`src/core/pak_pkg.sv`:
```
// Shared constants of the port A pin block with keyboard pin sharing.
// Assumes a 32-bit classic Wishbone slave with word-aligned registers.
package pak_pkg;

	// --------------------------------------------------------------------
	// Widths
	// --------------------------------------------------------------------
	localparam int PINS = 8;
	localparam int ADR_W = 10;
	localparam int IDX_W = 8;
	localparam int DAT_W = 32;
	localparam int SEL_W = 4;

	// --------------------------------------------------------------------
	// Register indices; the byte address is four times the index
	// --------------------------------------------------------------------
	localparam logic [IDX_W-1:0] IDX_OUTPUT_LATCH = 8'h00;
	localparam logic [IDX_W-1:0] IDX_DIRECTION = 8'h04;
	localparam logic [IDX_W-1:0] IDX_KEY_SELECT = 8'h4f;
	localparam int IDX_LSB = 2;

	// --------------------------------------------------------------------
	// Field layout and reset values
	// --------------------------------------------------------------------
	localparam int FIELD_LSB = 0;
	localparam int SEL_LANE = 0;
	localparam logic [PINS-1:0] DIRECTION_RESET = 8'h00;
	localparam logic [PINS-1:0] KEY_SELECT_RESET = 8'h00;
	localparam logic [DAT_W-PINS-1:0] UPPER_ZERO = 24'h000000;

endpackage : pak_pkg

```
`src/core/pak_pin_if.sv`:
```
// Carrier for raw pin levels and their synchronised copies.
// Assumes both ends run on the same bus clock.
`timescale 1ns/1ps
interface pak_pin_if;
	logic [7:0] raw;
	logic [7:0] level;

	modport sync_end (
		input raw,
		output level
	);

	modport user (
		output raw,
		input level
	);
endinterface : pak_pin_if

```
`src/core/pak_pin_sync.sv`:
```
// Two-stage synchroniser for the eight pin input levels.
// Assumes the raw levels are asynchronous to clk_i.
`timescale 1ns/1ps
module pak_pin_sync (
	input wire logic clk_i,
	pak_pin_if.sync_end pins
);
	import pak_pkg::*;

	// --------------------------------------------------------------------
	// Per-pin synchroniser chains
	// --------------------------------------------------------------------
	// The first stage feeds only the second stage.
	genvar g;
	generate
		for (g = 0; g < PINS; g++) begin : g_sync
			logic meta_r;
			logic level_r;
			always_ff @(posedge clk_i) begin
				meta_r <= pins.raw[g];
				level_r <= meta_r;
			end
			assign pins.level[g] = level_r;
		end
	endgenerate

endmodule : pak_pin_sync

```
`src/core/pak_port.sv`:
```
// Port A pin block: output latch, direction and keyboard pin select.
// Assumes a classic Wishbone master and board logic resolving the pins.
`timescale 1ns/1ps

// How it works
// - Eight pins, one latch bit each, one byte.
// - Latch readable, writable, untouched by reset.
// - Direction one drives pin; zero floats it.
// - Direction readable, writable, cleared by reset.
// - Input pins read back the synchronised level.
// - Latch writes always land, whatever direction.
// - Key select bit hands pin to keyboard.
// - Reset clears every key select bit.
// - Key select register, bit n for pin n.
module pak_port (
	input wire logic clk_i,
	input wire logic rst_i,
	input wire logic wb_cyc_i,
	input wire logic wb_stb_i,
	input wire logic wb_we_i,
	input wire logic [pak_pkg::ADR_W-1:0] wb_adr_i,
	input wire logic [pak_pkg::SEL_W-1:0] wb_sel_i,
	input wire logic [pak_pkg::DAT_W-1:0] wb_dat_i,
	output logic [pak_pkg::DAT_W-1:0] wb_dat_o,
	output logic wb_ack_o,
	input wire logic [pak_pkg::PINS-1:0] pin_in_i,
	output logic [pak_pkg::PINS-1:0] pin_out_o,
	output logic [pak_pkg::PINS-1:0] pin_oe_n_o,
	output logic [pak_pkg::PINS-1:0] key_irq_pin_select_o,
	output logic [pak_pkg::PINS-1:0] keypad_wake_input_o
);
	import pak_pkg::*;

	// --------------------------------------------------------------------
	// Decode helper
	// --------------------------------------------------------------------
	function automatic logic hits(input logic [ADR_W-1:0] adr,
		input logic [IDX_W-1:0] idx);
		hits = (adr[IDX_LSB +: IDX_W] == idx) &&
			(adr[IDX_LSB-1:0] == 2'h0);
	endfunction : hits

	// --------------------------------------------------------------------
	// State
	// --------------------------------------------------------------------
	logic [PINS-1:0] latch_r;
	logic [PINS-1:0] latch_nxt;
	logic [PINS-1:0] dir_r;
	logic [PINS-1:0] dir_nxt;
	logic [PINS-1:0] ksel_r;
	logic [PINS-1:0] ksel_nxt;
	logic [PINS-1:0] oe_n_r;
	logic [PINS-1:0] oe_n_nxt;
	logic [PINS-1:0] wake_r;
	logic [PINS-1:0] wake_nxt;
	logic ack_r;
	logic ack_nxt;
	logic [DAT_W-1:0] rdat_r;
	logic [DAT_W-1:0] rdat_nxt;

	// --------------------------------------------------------------------
	// Pin synchroniser
	// --------------------------------------------------------------------
	pak_pin_if pin_bus ();
	assign pin_bus.raw = pin_in_i;

	pak_pin_sync u_sync (
		.clk_i(clk_i),
		.pins(pin_bus.sync_end)
	);

	wire [PINS-1:0] level = pin_bus.level;

	// --------------------------------------------------------------------
	// Bus decode
	// --------------------------------------------------------------------
	wire req = wb_cyc_i && wb_stb_i;
	wire lane0 = wb_sel_i[SEL_LANE];
	wire hit_latch = hits(wb_adr_i, IDX_OUTPUT_LATCH);
	wire hit_dir = hits(wb_adr_i, IDX_DIRECTION);
	wire hit_ksel = hits(wb_adr_i, IDX_KEY_SELECT);
	// A write lands on the edge where the master samples the acknowledge.
	wire wr_fire = req && ack_r && wb_we_i && lane0 && !rst_i;
	wire [PINS-1:0] wdat = wb_dat_i[FIELD_LSB +: PINS];

	// Output pins read the latch, input pins read the pin level.
	wire [PINS-1:0] port_view = (dir_r & latch_r) |
		(~dir_r & level);
	wire [PINS-1:0] rd_field = hit_latch ? port_view :
		hit_dir ? dir_r :
		hit_ksel ? ksel_r : 8'h00;

	// --------------------------------------------------------------------
	// Next-state logic
	// --------------------------------------------------------------------
	assign ack_nxt = rst_i ? 1'b0 : (req && !ack_r);
	assign rdat_nxt = (req && !ack_r) ? {UPPER_ZERO, rd_field} : rdat_r;
	// The latch always takes a write, even for an input pin.
	assign latch_nxt = (wr_fire && hit_latch) ? wdat : latch_r;
	assign dir_nxt = rst_i ? DIRECTION_RESET :
		((wr_fire && hit_dir) ? wdat : dir_r);
	assign ksel_nxt = rst_i ? KEY_SELECT_RESET :
		((wr_fire && hit_ksel) ? wdat : ksel_r);
	// A pin handed to the keyboard function is an input only.
	assign oe_n_nxt = ~(dir_nxt & ~ksel_nxt);
	assign wake_nxt = rst_i ? 8'h00 : (level & ksel_r);

	// --------------------------------------------------------------------
	// Registers
	// --------------------------------------------------------------------
	// The latch has no reset on purpose.
	always_ff @(posedge clk_i) begin
		latch_r <= latch_nxt;
	end

	always_ff @(posedge clk_i) begin
		dir_r <= dir_nxt;
		ksel_r <= ksel_nxt;
		oe_n_r <= oe_n_nxt;
		wake_r <= wake_nxt;
		ack_r <= ack_nxt;
		rdat_r <= rdat_nxt;
	end

	// --------------------------------------------------------------------
	// Outputs
	// --------------------------------------------------------------------
	assign wb_ack_o = ack_r;
	assign wb_dat_o = rdat_r;
	assign pin_out_o = latch_r;
	assign pin_oe_n_o = oe_n_r;
	assign key_irq_pin_select_o = ksel_r;
	assign keypad_wake_input_o = wake_r;
endmodule : pak_port

```
`config.mk`:
```
export PLATFORM = sky130hd
export DESIGN_NAME = pak_port
export DESIGN_NICKNAME = d
export VERILOG_FILES = /design/src/core/pak_pkg.sv /design/src/core/pak_pin_if.sv /design/src/core/pak_pin_sync.sv /design/src/core/pak_port.sv
export SDC_FILE = /design/constraint.sdc
export NUM_CORES = 1
export LEC_CHECK = 0
export BUFFER_PORTS_ARGS = -buffer_cell sky130_fd_sc_hd__buf_2
export CAP_MARGIN = 5
export CELL_PAD_IN_SITES_DETAIL_PLACEMENT = 2
export CELL_PAD_IN_SITES_GLOBAL_PLACEMENT = 2
export CORE_MARGIN = 1
export CORE_UTILIZATION = 29
export CTS_CLUSTER_DIAMETER = 40
export DETAILED_ROUTE_END_ITERATION = 8
export PLACE_DENSITY = 0.94
export SLEW_MARGIN = 0
export SYNTH_ARGS = -nofsm -noshare
export SYNTH_HDL_FRONTEND = slang
export SYNTH_SLANG_ARGS = --single-unit
export TNS_END_PERCENT = 10
```
`constraint.sdc`:
```
create_clock -name clk_i -period 6.85 [get_ports clk_i]
set_clock_uncertainty 0.1 [all_clocks]
set_input_delay 1.37 -clock clk_i [delete_from_list [all_inputs] [get_ports clk_i]]
set_output_delay 1.37 -clock clk_i [all_outputs]
set_load 0.01 [all_outputs]
```
==> out/qor.txt <==
outcome = finished clean
largest family of logic cells by synthesized area = simple AND/OR/NAND/NOR gates
routed len/inst = 16.0 um
Worst setup EP type = flip-flop
post-CTS sizing = 0
drt initial violations = 57
CTS Sinks = 65
number of global-route vias before repair = 2003
Final Hold Viols = 0
post-synthesis mux area share = 6.86%
hold buffers post-CTS = 0
clock buffer depth = 2
EDFF count, synth = 16
Num CTS Buffers = 9
Synth cell types = 28
max cap viols = 0
number of H-tree levels = 3
Max Clock Freq = 0.278 GHz
RSZ-0062 raised after global routing = false
Power, Total = 0.755 mW
Die Footprint = 0.00893 mm2
Ports = 124
synthesis-to-finish area growth = 22.8%
largest net degree at the start of global routing = 43
Worst Path Max Fanout = 17
first-pass GRT wire length = 10100 um
dpl cells = 386
Die Span Y = 94.5 um
TritonRoute pass-1 iters = 4
Root Buffer = clkbuf_8
Post-synth top flop = dfxtp_1
max_slew headroom = 41.2%
effective utilization at floorplan = 30.0%
power per cell area = 248 mW/mm2
cell area after synthesis = 0.00248 mm2
ys async rst share = 0%
Synth Area in Simple Gates = 16.5%
clock slew at the register clock pins of the worst setup and hold paths = 70 ps
DP HPWL = 4520 um
worst hold path type = reg2reg
period utilization = 52.6%
Final setup viols = 0
Worst setup SP type = input pin
gpl congestion = 0.661
core area = 0.00826 mm2
crit path DAT = 3450 ps
worst-skew pair later-pin latency = 330 ps
Final Non-Filler Cells = 402
GRT Resource Usage Total = 15.3%
Max Slew Vio Count = 0
Port Buffer Count = 72
Final #Nets = 351
Syn. warnings = 0
worst slew pin tran = 878 ps
Pleak = 1.33 nW
post-synthesis register bit count = 65
Reg2Reg Setup Slack = 4810 ps
FP Rows = 33
GRT Residual Overflow = 0
CTS tree = done
kind of critical path = in2reg
Vias = 1875
cell count after synthesis = 217
routed wire length = 6430 um
Inserted Diodes = 0
Vias/cell = 4.66
complex-gate fraction of the synthesized area = 8.68%
initial antenna violation count = 0
Final min period = 3600 ps
average size of a mapped cell = 11.4 um2
post-synthesis adder-cell area fraction = 0%
share of the yosys chip area belonging to registers = 58.9%
XOR/XNOR Fraction of Synth Area = 0%
layout cells sized above 1 = 34.7%
setup TNS = 0 ps
antenna-violating nets left = 0
number of remaining DRC errors = 0
CP Data Required Time = 6700 ps
Peak VDD IR = 94.8 uV
Post CTS Setup Buffer Count = 0
Die Width = 94.5 um
-- cells in the mapped netlist, types with 8 or more instances --
cell	number	share of area, %
nor2b_1	16	4.0
dfxtp_1	49	40
a21oi_1	8	1.6
mux2_2	8	3.6
a31oi_1	8	2.0
buf_4	24	7.3
edfxtp_1	16	19
nor2_1	26	3.9
mux2i_1	8	3.2
nor4b_1	8	2.8
nand2_1	9	1.4
a22oi_1	8	2.4
-- cell type report --
cell class / count / area [um2]
Clock inverter: 5 / 53.8
Tap cell: 105 / 131
Sequential cell: 65 / 1460
Timing Repair Buffer: 73 / 368
Clock buffer: 11 / 141
Multi-Input combinational cell: 143 / 890
Fill cell: 930 / 5210
-- power breakdown --
part,switching [mW],total [mW],internal [mW],leakage (nW)
logic,0.0214,0.0320,0.0106,0.686
clock network,0.144,0.321,0.177,0.0996
registers,0.00243,0.402,0.400,0.543
-- stage by stage --
step | area (um2) | setup slack [ps] | hold slack [ps] | utilization (%)
after CTS | 3050 | 3190 | 231 | 36.9
after floorplan | 2570 | 3060 | 210 | -
after global placement | 2850 | 2850 | 211 | 34.5
after global routing | 3050 | 3110 | 237 | 36.9
after detailed placement | 2850 | 2840 | 213 | 34.5
final | 3050 | 3250 | 228 | 36.9
-- sequential cells by signal (all words and copies together), names as in the netlist --
signal and count:
pin_out_o 8, pin_oe_n_o 8, u_sync.g_sync.meta_r 8, wb_ack_o 1, key_irq_pin_select_o 8, dir_r 8
u_sync.g_sync.level_r 8, wb_dat_o 8, keypad_wake_input_o 8
-- per-layer routing --
layer  up-vias  wire length [um]  GRT usage, %
li1        875                 -             -
met1       925              2560          17.0
met2        66              3420          28.4
met3         9               355          3.54
met4         0                93          5.68
met5         -                 0             0
-- cells by family after synthesis --
kind of cell           count (synthesis)
and+or+nand+nor                       71
DFF                                   65
buffers and inverters                 32
muxes                                 16
AOI/OAI and AO/OA                     32
other                                  1
-- cells in the final DEF (no fill, tap or decap), drive strengths merged, types with 11 or more instances in the layout --
cell type | netlist | final
nor2 | 26 | 26
nand2 | 11 | 11
conb | 1 | 24
dfxtp | 49 | 49
nor2b | 16 | 16
buf | 28 | 73
edfxtp | 16 | 16
clkbuf | 4 | 11
-- final timing paths --
kind,startpoint,end,cells past startpoint
hold / removal,u_sync.g_sync[1].meta_r,u_sync.g_sync[1].level_r,0
hold reg to reg,u_sync.g_sync[1].meta_r,u_sync.g_sync[1].level_r,0
setup reg to reg,wb_ack_o,pin_oe_n_o[2],5
setup / recovery,wb_adr_i[6],pin_out_o[4],5
-- worst max-delay path, stage by stage --
cell and delay, ps:
buf_2 100, or4_4 570, or4_1 490, buf_4 230, nor3_2 680
Note: power is estimated with default switching activity, not from simulation.
